[config.mk]
export PLATFORM = sky130hd
export DESIGN_NAME = dwrd_decoder
export DESIGN_NICKNAME = d
export VERILOG_FILES = /design/src/hw/dwrd_pkg.sv /design/src/hw/dwrd_sync.sv /design/src/hw/dwrd_decoder.sv
export SDC_FILE = /design/constraint.sdc
export NUM_CORES = 1
export LEC_CHECK = 0
export BUFFER_PORTS_ARGS = -buffer_cell sky130_fd_sc_hd__buf_2
export CAP_MARGIN = 10
export CELL_PAD_IN_SITES_DETAIL_PLACEMENT = 0
export CELL_PAD_IN_SITES_GLOBAL_PLACEMENT = 2
export CORE_MARGIN = 2
export CORE_UTILIZATION = 40
export CTS_BUF_LIST = sky130_fd_sc_hd__clkbuf_8
export DETAILED_ROUTE_END_ITERATION = 12
export PLACE_DENSITY_LB_ADDON = 0.08
export SLEW_MARGIN = 5
export SYNTH_ARGS = -nofsm -noshare
export SYNTH_HDL_FRONTEND = slang
export SYNTH_HIERARCHICAL = 1
export SYNTH_SLANG_ARGS = --single-unit
[constraint.sdc]
create_clock -name CLK -period 8.2 [get_ports CLK]
set_input_delay 1.64 -clock CLK [delete_from_list [all_inputs] [get_ports CLK]]
set_output_delay 1.64 -clock CLK [all_outputs]
set_load 0.05 [all_outputs]
[src/hw/dwrd_pkg.sv]
// Package for the DMA write register decoder: byte classes, field positions,
// sequencer states and reset values.
// Assumes a single 25 MHz system clock domain.
package dwrd_pkg;

    // Basic byte bit positions
    localparam int B_TOP = 7;
    localparam int B_P6 = 6;
    localparam int B_P5 = 5;
    localparam int B_P4 = 4;
    localparam int B_P3 = 3;
    localparam int B_P2 = 2;
    localparam int B_P1 = 1;
    localparam int B_P0 = 0;

    // Field widths and reset values
    localparam logic [7:0] BYTE_ZERO = 8'h00;
    localparam logic [15:0] WORD_ZERO = 16'h0000;
    localparam logic [1:0] TWO_ZERO = 2'h0;
    localparam logic [1:0] CLASS_SEARCH = 2'h2;
    localparam logic [1:0] CYC_STD = 2'h0;
    localparam logic [16:0] LEN_ZERO_COUNT = 17'h10001;
    localparam logic [16:0] LEN_ADD = 17'h00001;
    localparam logic [1:0] CAUSE_MATCH = 2'h1;
    localparam logic [1:0] CAUSE_END = 2'h2;
    localparam logic [1:0] CAUSE_READY = 2'h0;

    // Pending related-byte slots, expanded in ascending order
    localparam int SLOT_N = 5;
    localparam logic [SLOT_N-1:0] SLOTS_NONE = 5'h00;

    typedef enum logic [6:0] {
        SEQ_BASIC = 7'h01,
        SEQ_XFER = 7'h02,
        SEQ_PORTA = 7'h04,
        SEQ_PORTB = 7'h08,
        SEQ_MATCH = 7'h10,
        SEQ_MODE = 7'h20,
        SEQ_INTCTL = 7'h40
    } dwrd_seq_type;

endpackage

[src/hw/dwrd_sync.sv]
// Two-stage synchroniser for one level signal.
// Assumes the destination clock is the block's system clock.
`timescale 1ns/1ps
module dwrd_sync #(
    parameter logic RST_VAL = 1'b0
) (
    input wire logic clk,
    input wire logic rst_n,
    input wire logic ce,
    input wire logic d,
    output logic q
);
    logic [1:0] stage_ff;

    // First stage feeds only the second stage
    always_ff @(posedge clk or negedge rst_n) begin
        if (!rst_n) begin
            stage_ff <= {RST_VAL, RST_VAL};
        end else if (ce) begin
            stage_ff <= {stage_ff[0], d};
        end
    end

    assign q = stage_ff[1];
endmodule // dwrd_sync

[src/hw/dwrd_decoder.sv]
// Write register decoder for transfer setup, port setup, match control and
// mode/interrupt groups of a byte-serial DMA programming port.
// Assumes the host write strobe, chip select and data come from pins,
// and the byte counter and transfer data come from on-chip transfer logic.
//
// Contract
// - Bit7 clear with bits 1:0 nonzero selects transfer setup group.
// - Each set pointer bit pulls the next written byte into its register.
// - Transfer setup bits 1:0 give the operating class.
// - Transfer setup bit 2 picks source port; other port is destination.
// - Bits 3,4 flag port A address bytes; bits 5,6 flag length bytes.
// - Block length 16 bits; zero length means 2^16+1 bytes.
// - Bits 0,1,7 clear and bit 2 set selects port A setup group.
// - Port setup bit 3 chooses memory or I/O strobe for that port.
// - Bits 4,5 address stepping; bit 6 flags a timing byte.
// - Timing byte bits 1:0 cycle length; bits 2,3,6,7 early strobe ends.
// - Bits 0,1,2,7 clear selects port B setup group, same layout.
// - Bits 0,1 clear and bit 7 set selects match control group.
// - Stop-on-match halts on a match; otherwise flag and interrupt only.
// - Match control bit 3 flags mask byte, bit 4 match byte, in order.
// - Mask bits at one exclude positions; zero mask compares all bits.
// - Match control bit 5 enables interrupts, bit 6 enables bus requests.
// - Bits 0,7 set and bit 1 clear selects mode/interrupt group.
// - Mode bits 2-4 flag port B low, high and interrupt control bytes.
// - Mode bits 5,6 select byte, burst or continuous operation.
// - Interrupt control bits: on match, on end of block, pulse enable.
// - Bit 3 flags pulse byte, bit 4 vector; bit 5 status vector.
// - Interrupt-on-ready interrupts before bus request; host re-enables.
// - Pulse on interrupt line when pulse byte equals counter low byte.
// - Bits 1,7 set, bits 0,2,6 clear selects ready polarity group.
// - Bits 0,1,7 set is a command byte, not stored in setup groups.
// - Status vector replaces vector bits 2:1 with the cause code.
`timescale 1ns/1ps
module dwrd_decoder (
    input wire logic CLK,
    input wire logic RST_N,
    input wire logic CE,
    input wire logic HOST_WR_N,
    input wire logic HOST_CS_N,
    input wire logic [7:0] HOST_DATA,
    input wire logic [15:0] BYTE_COUNT,
    input wire logic [7:0] XFER_DATA,
    input wire logic XFER_DATA_VALID,
    input wire logic READY_SEEN,
    input wire logic BLOCK_END,
    input wire logic REENABLE,
    output logic [1:0] OP_CLASS,
    output logic SRC_IS_A,
    output logic [15:0] PORT_A_START,
    output logic [15:0] PORT_B_START,
    output logic [16:0] BYTES_TO_DO,
    output logic [1:0] PORT_A_ADDR_MODE,
    output logic [1:0] PORT_B_ADDR_MODE,
    output logic PORT_A_IS_IO,
    output logic PORT_B_IS_IO,
    output logic PORT_A_VAR_TIMING,
    output logic PORT_B_VAR_TIMING,
    output logic [7:0] PORT_A_TIMING,
    output logic [7:0] PORT_B_TIMING,
    output logic [1:0] OP_MODE,
    output logic BUS_ENABLE,
    output logic STOP_ON_MATCH,
    output logic MATCH_HIT,
    output logic MATCH_STOP,
    output logic MATCH_FLAG,
    output logic INT_REQ,
    output logic PULSE_OUT,
    output logic [7:0] INT_VECTOR,
    output logic READY_POL_WR,
    output logic [7:0] READY_POL_BYTE,
    output logic CMD_VALID,
    output logic [7:0] CMD_BYTE
);
    import dwrd_pkg::*;

    typedef struct packed {
        logic wr_d;
        dwrd_seq_type seq;
        logic [SLOT_N-1:0] pend;
        logic [1:0] op_class;
        logic src_a;
        logic [15:0] a_start;
        logic [15:0] b_start;
        logic [15:0] length;
        logic [16:0] bytes_to_do;
        logic [2:0] a_setup;
        logic [2:0] b_setup;
        logic a_var;
        logic b_var;
        logic [7:0] a_timing;
        logic [7:0] b_timing;
        logic stop_match;
        logic int_en;
        logic bus_en;
        logic [7:0] mask;
        logic [7:0] match_val;
        logic [1:0] op_mode;
        logic [7:0] int_ctl;
        logic [7:0] pulse_off;
        logic [7:0] vector;
        logic match_hit;
        logic match_stop;
        logic match_flag;
        logic int_req;
        logic pulse;
        logic [7:0] vec_out;
        logic rp_wr;
        logic [7:0] rp_byte;
        logic cmd_valid;
        logic [7:0] cmd_byte;
    } dwrd_state_type;

    dwrd_state_type st_ff;
    dwrd_state_type nxt_st;
    logic wr_n_s;
    logic cs_n_s;
    logic [1:0] rst_sync_ff;
    logic [7:0] data_q;
    logic rst_core_n;
    // All state clears to zero except the sequencer and the length count
    localparam dwrd_state_type ST_RESET = '{seq: SEQ_BASIC,
        pend: SLOTS_NONE, bytes_to_do: LEN_ZERO_COUNT, default: '0};

    // Reset release passes two flops so every state flop sees a clean edge;
    // kept apart from the state struct since it runs on the raw pin reset
    always_ff @(posedge CLK or negedge RST_N) begin
        if (!RST_N) begin
            rst_sync_ff <= 2'h0;
        end else begin
            rst_sync_ff <= {rst_sync_ff[0], 1'b1};
        end
    end
    assign rst_core_n = rst_sync_ff[1];

    // Host strobes arrive from pins and are synchronised before decoding
    dwrd_sync #(.RST_VAL(1'b1)) u_sync_wr (
        .clk(CLK), .rst_n(rst_core_n), .ce(CE), .d(HOST_WR_N), .q(wr_n_s)
    );
    dwrd_sync #(.RST_VAL(1'b1)) u_sync_cs (
        .clk(CLK), .rst_n(rst_core_n), .ce(CE), .d(HOST_CS_N), .q(cs_n_s)
    );

    // Data lines: one synchroniser per bit; the byte taken is sampled as the strobe rises
    genvar gi;
    generate
        for (gi = 0; gi < 8; gi++) begin : g_dsync
            dwrd_sync u_sync_d (
                .clk(CLK), .rst_n(rst_core_n), .ce(CE),
                .d(HOST_DATA[gi]), .q(data_q[gi])
            );
        end
    endgenerate

    logic wr_act;
    logic wr_take;
    assign wr_act = !wr_n_s && !cs_n_s;
    // A byte is taken once, on the rising edge of the write strobe
    assign wr_take = st_ff.wr_d && !wr_act;

    logic [7:0] masked_x;
    logic [7:0] masked_m;
    logic hit;
    assign masked_x = XFER_DATA & ~st_ff.mask;
    assign masked_m = st_ff.match_val & ~st_ff.mask;
    assign hit = XFER_DATA_VALID && (masked_x == masked_m)
                 && (st_ff.op_class[1] || st_ff.op_class == CLASS_SEARCH);

    // Next-state logic: byte classification, related-byte sequencing, events
    always_comb begin
        logic [7:0] d;
        logic [SLOT_N-1:0] p;
        logic [1:0] cause;
        d = data_q;
        p = st_ff.pend;
        cause = CAUSE_READY;
        nxt_st = st_ff;
        nxt_st.wr_d = wr_act;
        nxt_st.rp_wr = 1'b0;
        nxt_st.cmd_valid = 1'b0;
        nxt_st.match_hit = hit;
        nxt_st.match_stop = hit && st_ff.stop_match;
        nxt_st.pulse = BYTE_COUNT[7:0] == st_ff.pulse_off
                       && st_ff.int_ctl[B_P2] && XFER_DATA_VALID;
        // Zero length runs 2^16+1 bytes; pipelined read adds one more
        nxt_st.bytes_to_do = (st_ff.length == WORD_ZERO) ? LEN_ZERO_COUNT
            : 17'({1'b0, st_ff.length} + LEN_ADD);
        if (wr_take) begin
            case (st_ff.seq)
                SEQ_BASIC: begin
                    if (!d[B_TOP] && d[B_P1:B_P0] != TWO_ZERO) begin
                        nxt_st.op_class = d[B_P1:B_P0];
                        nxt_st.src_a = d[B_P2];
                        p = {1'b0, d[B_P6:B_P3]};
                        nxt_st.seq = SEQ_XFER;
                    end else if (!d[B_TOP] && d[B_P2]) begin
                        nxt_st.a_setup = d[B_P5:B_P3];
                        nxt_st.a_var = d[B_P6];
                        p = {4'h0, d[B_P6]};
                        nxt_st.seq = SEQ_PORTA;
                    end else if (!d[B_TOP]) begin
                        nxt_st.b_setup = d[B_P5:B_P3];
                        nxt_st.b_var = d[B_P6];
                        p = {4'h0, d[B_P6]};
                        nxt_st.seq = SEQ_PORTB;
                    end else if (d[B_P1:B_P0] == TWO_ZERO) begin
                        nxt_st.stop_match = d[B_P2];
                        nxt_st.int_en = d[B_P5];
                        nxt_st.bus_en = d[B_P6];
                        p = {3'h0, d[B_P4:B_P3]};
                        nxt_st.seq = SEQ_MATCH;
                    end else if (d[B_P0] && !d[B_P1]) begin
                        nxt_st.op_mode = d[B_P6:B_P5];
                        p = {2'h0, d[B_P4:B_P2]};
                        nxt_st.seq = SEQ_MODE;
                    end else if (!d[B_P0] && !d[B_P2] && !d[B_P6]) begin
                        nxt_st.rp_wr = 1'b1;
                        nxt_st.rp_byte = d;
                        p = SLOTS_NONE;
                    end else begin
                        nxt_st.cmd_valid = 1'b1;
                        nxt_st.cmd_byte = d;
                        p = SLOTS_NONE;
                    end
                end
                SEQ_XFER: begin
                    // Lowest pending slot takes the byte first
                    if (p[0]) begin
                        nxt_st.a_start[7:0] = d;
                        p[0] = 1'b0;
                    end else if (p[1]) begin
                        nxt_st.a_start[15:8] = d;
                        p[1] = 1'b0;
                    end else if (p[2]) begin
                        nxt_st.length[7:0] = d;
                        p[2] = 1'b0;
                    end else begin
                        nxt_st.length[15:8] = d;
                        p[3] = 1'b0;
                    end
                end
                SEQ_PORTA: begin
                    nxt_st.a_timing = d;
                    p = SLOTS_NONE;
                end
                SEQ_PORTB: begin
                    nxt_st.b_timing = d;
                    p = SLOTS_NONE;
                end
                SEQ_MATCH: begin
                    if (p[0]) begin
                        nxt_st.mask = d;
                        p[0] = 1'b0;
                    end else begin
                        nxt_st.match_val = d;
                        p[1] = 1'b0;
                    end
                end
                SEQ_MODE: begin
                    if (p[0]) begin
                        nxt_st.b_start[7:0] = d;
                        p[0] = 1'b0;
                    end else if (p[1]) begin
                        nxt_st.b_start[15:8] = d;
                        p[1] = 1'b0;
                    end else begin
                        nxt_st.int_ctl = d;
                        // Nested pointers replace the finished slot
                        p = {3'h0, d[B_P4:B_P3]};
                        nxt_st.seq = SEQ_INTCTL;
                    end
                end
                SEQ_INTCTL: begin
                    if (p[0]) begin
                        nxt_st.pulse_off = d;
                        p[0] = 1'b0;
                    end else begin
                        nxt_st.vector = d;
                        p[1] = 1'b0;
                    end
                end
                default: begin
                    p = SLOTS_NONE;
                end
            endcase
            nxt_st.pend = p;
            if (p == SLOTS_NONE) begin
                nxt_st.seq = SEQ_BASIC;
            end
        end
        // Sticky match flag until a new match control byte is programmed
        if (hit && !st_ff.stop_match) begin
            nxt_st.match_flag = 1'b1;
        end
        // Interrupt request: causes gated by the master enable
        if (hit && st_ff.int_ctl[B_P0]) begin
            cause = CAUSE_MATCH;
        end else if (BLOCK_END && st_ff.int_ctl[B_P1]) begin
            cause = CAUSE_END;
        end
        if (st_ff.int_en && ((hit && st_ff.int_ctl[B_P0])
                || (BLOCK_END && st_ff.int_ctl[B_P1])
                || (READY_SEEN && st_ff.int_ctl[B_P6]))) begin
            nxt_st.int_req = 1'b1;
            nxt_st.vec_out = st_ff.vector;
            if (st_ff.int_ctl[B_P5]) begin
                nxt_st.vec_out[B_P2:B_P1] = cause;
            end
        end else if (REENABLE) begin
            nxt_st.int_req = 1'b0;
        end
        if (wr_take && st_ff.seq == SEQ_BASIC && d[B_TOP]
                && d[B_P1:B_P0] == TWO_ZERO) begin
            nxt_st.match_flag = hit && !st_ff.stop_match;
        end
    end

    // All state registered at once; frozen while the clock enable is low
    always_ff @(posedge CLK or negedge rst_core_n) begin
        if (!rst_core_n) begin
            st_ff <= ST_RESET;
        end else if (CE) begin
            st_ff <= nxt_st;
        end
    end

    // Outputs straight from state flops
    assign OP_CLASS = st_ff.op_class;
    assign SRC_IS_A = st_ff.src_a;
    assign PORT_A_START = st_ff.a_start;
    assign PORT_B_START = st_ff.b_start;
    assign BYTES_TO_DO = st_ff.bytes_to_do;
    assign PORT_A_IS_IO = st_ff.a_setup[0];
    assign PORT_B_IS_IO = st_ff.b_setup[0];
    assign PORT_A_ADDR_MODE = st_ff.a_setup[2:1];
    assign PORT_B_ADDR_MODE = st_ff.b_setup[2:1];
    assign PORT_A_VAR_TIMING = st_ff.a_var;
    assign PORT_B_VAR_TIMING = st_ff.b_var;
    assign PORT_A_TIMING = st_ff.a_timing;
    assign PORT_B_TIMING = st_ff.b_timing;
    assign OP_MODE = st_ff.op_mode;
    assign BUS_ENABLE = st_ff.bus_en;
    assign STOP_ON_MATCH = st_ff.stop_match;
    assign MATCH_HIT = st_ff.match_hit;
    assign MATCH_STOP = st_ff.match_stop;
    assign MATCH_FLAG = st_ff.match_flag;
    assign INT_REQ = st_ff.int_req;
    assign PULSE_OUT = st_ff.pulse;
    assign INT_VECTOR = st_ff.vec_out;
    assign READY_POL_WR = st_ff.rp_wr;
    assign READY_POL_BYTE = st_ff.rp_byte;
    assign CMD_VALID = st_ff.cmd_valid;
    assign CMD_BYTE = st_ff.cmd_byte;
endmodule // dwrd_decoder

==> results by group <==
Clock tree
  – CTS tree: built
  – TritonCTS Buffers: 17
  – # hold bufs at CTS: 0
  – Depth of the CTS H-tree: 4
  – Clock Latency Late Sink: between 0.4 and 0.5 ns
  – Maximum clock path buffer count: 2
  – CTS clock-pin slew for the worst setup and hold paths: ~0.11 ns
  – Clock root buffer: clkbuf_8
  – Post-cts sizing count: 0
  – Clk sinks: 200
  – Post-CTS Setup Bufs: 0

Detailed routing
  – DR WL/cell: 19.8 um
  – Via density: roughly 5.0
  – Drt initial violations: ~310
  – DRT Pass-1 Iters: 4
  – Remaining antenna violation count: 0
  – Final WL: between 20 and 25 mm
  – Drc violations: 0
  – Via count: about 5.6k

Placement
  – GP Congestion: between 0.8 and 0.9
  – Area of placed instances: between 9000 and 10000 um^2
  – Placed Cells: 1067
  – Hpwl dp: between 10 and 15 mm
  – IO buf count: roughly 140

Cells and area
  – Layout Nets: 810
  – Final std cell area, no fill: slightly above 10000 um^2
  – Synth-to-layout area growth: 7.45%
  – Final non-filler cell total: between 1k and 1.5k
  – Fraction of layout cells with a size suffix above 1: 47.4%

Timing
  – TNS Setup: 0 ns
  – Worst slew margin: 19.2%
  – Slew Limit Fails: 0
  – # setup viols final: 0
  – Final Hold Viols: 0
  – Max Freq: 0.275 GHz
  – Tmin final: 3.64 ns
  – Worst slew pin tran: between 1 and 1.5 ns
  – Crit share post-route: 44.4%
  – Clock skew: 0.0203 ns
  – RSZ-0062 raised after global routing: false

Global routing
  – Largest net degree at the start of global routing: just under 200
  – Initial antenna violation count: 3
  – GRT Util Overall: 18.2%
  – Total gr overflow: 0
  – Vias in the first global route: 5704
  – Global-route wire length before repair: around 34 mm

Yosys
  – Distinct cells, synth: around 70
  – Mapped Area: 9370 um^2
  – Mapped Nets: slightly below 800
  – #FFs+latches synth: 200
  – Area share of the largest cell type after synthesis: between 50% and 60%
  – Seq/Total Area, Yosys: a little over half
  – Async set-or-reset flop fraction in the synthesized netlist: 100%
  – Syn Inst Count: about 730
  – Cell taking the most area after synthesis: dfrtp_1
  – Ranking of synthesized cells by area: dfrtp_1, mux2_2, buf_4
  – Most used DFF post-synth: dfrtp_1
  – Synth warn: 6
  – EDFF count, synth: 0
  – Avg Synthesized Cell Area: between 10 and 15 um^2

Worst setup path
  – CP required: around 8.6 ns
  – R2R depth: 5
  – Worst setup SP type: input pin
  – Crit-path max FO: 30
  – Worst Setup Path Type: in -> reg
  – Setup crit end kind: register
  – Data arrival, critical path: around 4 ns

Power and ir drop
  – Int Power: roughly 0.0016 W
  – Seq pwr share: approximately 48%
  – Sw Share: between 40 and 50%
  – Leakage: slightly above 5 nW
  – Peak VDD IR: about 0.12 mV
  – Gate power share: around 29%
  – Pwr Density: 265 nW/um^2
  – Tot Pwr: roughly 0.0027 W
  – Clock network fraction of total power: roughly a quarter
  – Sw Pwr: 0.00107 W

Die
  – Initial Util: a little over 40%
  – Standard-cell rows: 56
  – Die Span Y: ~160 um
  – Core area: 23300 um^2
  – DIE WIDTH: 157 um
  – Top-level port count: between 150 and 200
  – Die area: roughly 25000 um^2

Min path
  – Worst Hold Class: reg -> reg
  – Hold Path Cell Cnt: 0

Job
  – MaxCap Viol Count: 0

Outcome
  – Status: finished, final reports clean
worst max-delay path, stage by stage:
cell	delay (ns)
buf_2	0.07
buf_4	0.38
nand2_2	0.09
nor2_1	0.58
nand2_1	0.26
nor3_2	0.56
mux2_2	0.40
per-stage QoR:
| step | utilization, % | hold slack [ns] | setup WS [ns] |
|---|---|---|---|
| finish | 43.3 | 0.367 | 4.56 |
| global route | 43.3 | 0.378 | 4.44 |
| CTS | 43.3 | 0.374 | 4.53 |
| detailed placement | 41.5 | 0.346 | 4.00 |
| global placement | 41.5 | 0.338 | 3.99 |
| floorplan | - | 0.331 | 2.23 |
worst paths after layout:
kind | end | slack (ns) | startpoint
worst min-delay path | rst_sync_ff[1]$_DFF_PN0_ | 0.37 | rst_sync_ff[0]$_DFF_PN0_
worst max-delay path | SRC_IS_A$_DFFE_PN0P_ | 4.56 | CE
worst max register to register | READY_POL_BYTE[4]$_DFFE_PN0P_ | 5.44 | st_ff[173]$_DFFE_PN1P_
worst min register to register | rst_sync_ff[1]$_DFF_PN0_ | 0.37 | rst_sync_ff[0]$_DFF_PN0_
max in group asynchronous | PORT_B_TIMING[1]$_DFFE_PN0P_ | 6.86 | rst_sync_ff[1]$_DFF_PN0_
min in group asynchronous | INT_REQ$_DFFE_PN0P_ | 0.53 | rst_sync_ff[1]$_DFF_PN0_
synth_stat cells (10+ instances only):
| cell | count |
|---|---|
| dfrtp_1 | 193 |
| mux2_2 | 147 |
| buf_4 | 98 |
| clkbuf_1 | 25 |
| nand2_1 | 23 |
| xnor2_1 | 21 |
| nand3_1 | 19 |
| nor2_1 | 18 |
| o2bb2ai_1 | 16 |
| xor2_1 | 11 |
| inv_1 | 10 |
per-layer routing:
metal	up-vias	GRT usage (%)	wire length, um
met1	2860	25.3	10300
met4	4	4.68	175
met2	138	29.3	10400
met5	-	0	18
li1	2533	-	-
met3	16	3.63	939
power groups by stage:
stage | Combinational [W] | Clock [W] | Sequential, W
5_1_grt | 0.000812 | 0.000699 | 0.00129
6_report | 0.000763 | 0.000632 | 0.00127
2_1_floorplan | 0.000684 | 0 | 0.00126
3_5_place_dp | 0.000769 | 0 | 0.00129
3_3_place_gp | 0.000762 | 0 | 0.00129
4_1_cts | 0.000771 | 0.000659 | 0.00127
final cells by class:
class / instances / area, um^2
Antenna cell: 1 / 2.50
Inverter: 10 / 37.5
Clock buffer: 17 / 234
Tap cell: 319 / 399
Timing Repair Buffer: 149 / 773
Sequential cell: 200 / 5020
Fill cell: 2240 / 13200
Clock inverter: 15 / 181
Multi-Input combinational cell: 389 / 3420
sequential cells by signal, summed over array words and instances (netlist names), 8 cells and up:
| signal | flops |
|---|---|
| st_ff | 67 |
| BYTES_TO_DO | 17 |
| PORT_A_START | 16 |
| PORT_B_START | 16 |
| g_dsync.u_sync_d/stage_ff | 16 |
| CMD_BYTE | 8 |
| INT_VECTOR | 8 |
| PORT_A_TIMING | 8 |
| PORT_B_TIMING | 8 |
| READY_POL_BYTE | 8 |
cells in the final DEF (no fill, tap or decap), types with 4 or more instances in the layout:
cell type  count
buf_4          5
nor3_1         5
and2_1         5
and3_1         6
xnor2_1       21
mux2_2       147
clkinv_8       6
o21ai_0        8
o21a_1         4
nor2b_1        6
nor4_1         4
clkbuf_8      17
nand2_1       23
mux2_4         8
mux2i_1        4
a22o_1         6
inv_6          4
nor2_1        18
a21oi_1        7
nand4_1        6
dfstp_2        7
a21o_1         4
o2bb2ai_1     16
inv_1         10
nand3_1       19
buf_2        143
xor2_1        11
dfrtp_1      192
logic make-up (layout without fill, tap and decap cells):
logic type / count (synthesis) / count (layout) / synth area share, %
simple gates: 129 / 129 / 8.40
buf+inv: 144 / 191 / 9.96
flops: 200 / 200 / 53.5
other cells: 1 / 2 / 0.0400
mux: 159 / 159 / 19.4
xor+xnor: 32 / 32 / 2.99
fa+ha+maj: 2 / 2 / 0.267
compound gates: 66 / 66 / 5.47
(Power assumes the default switching activity.)
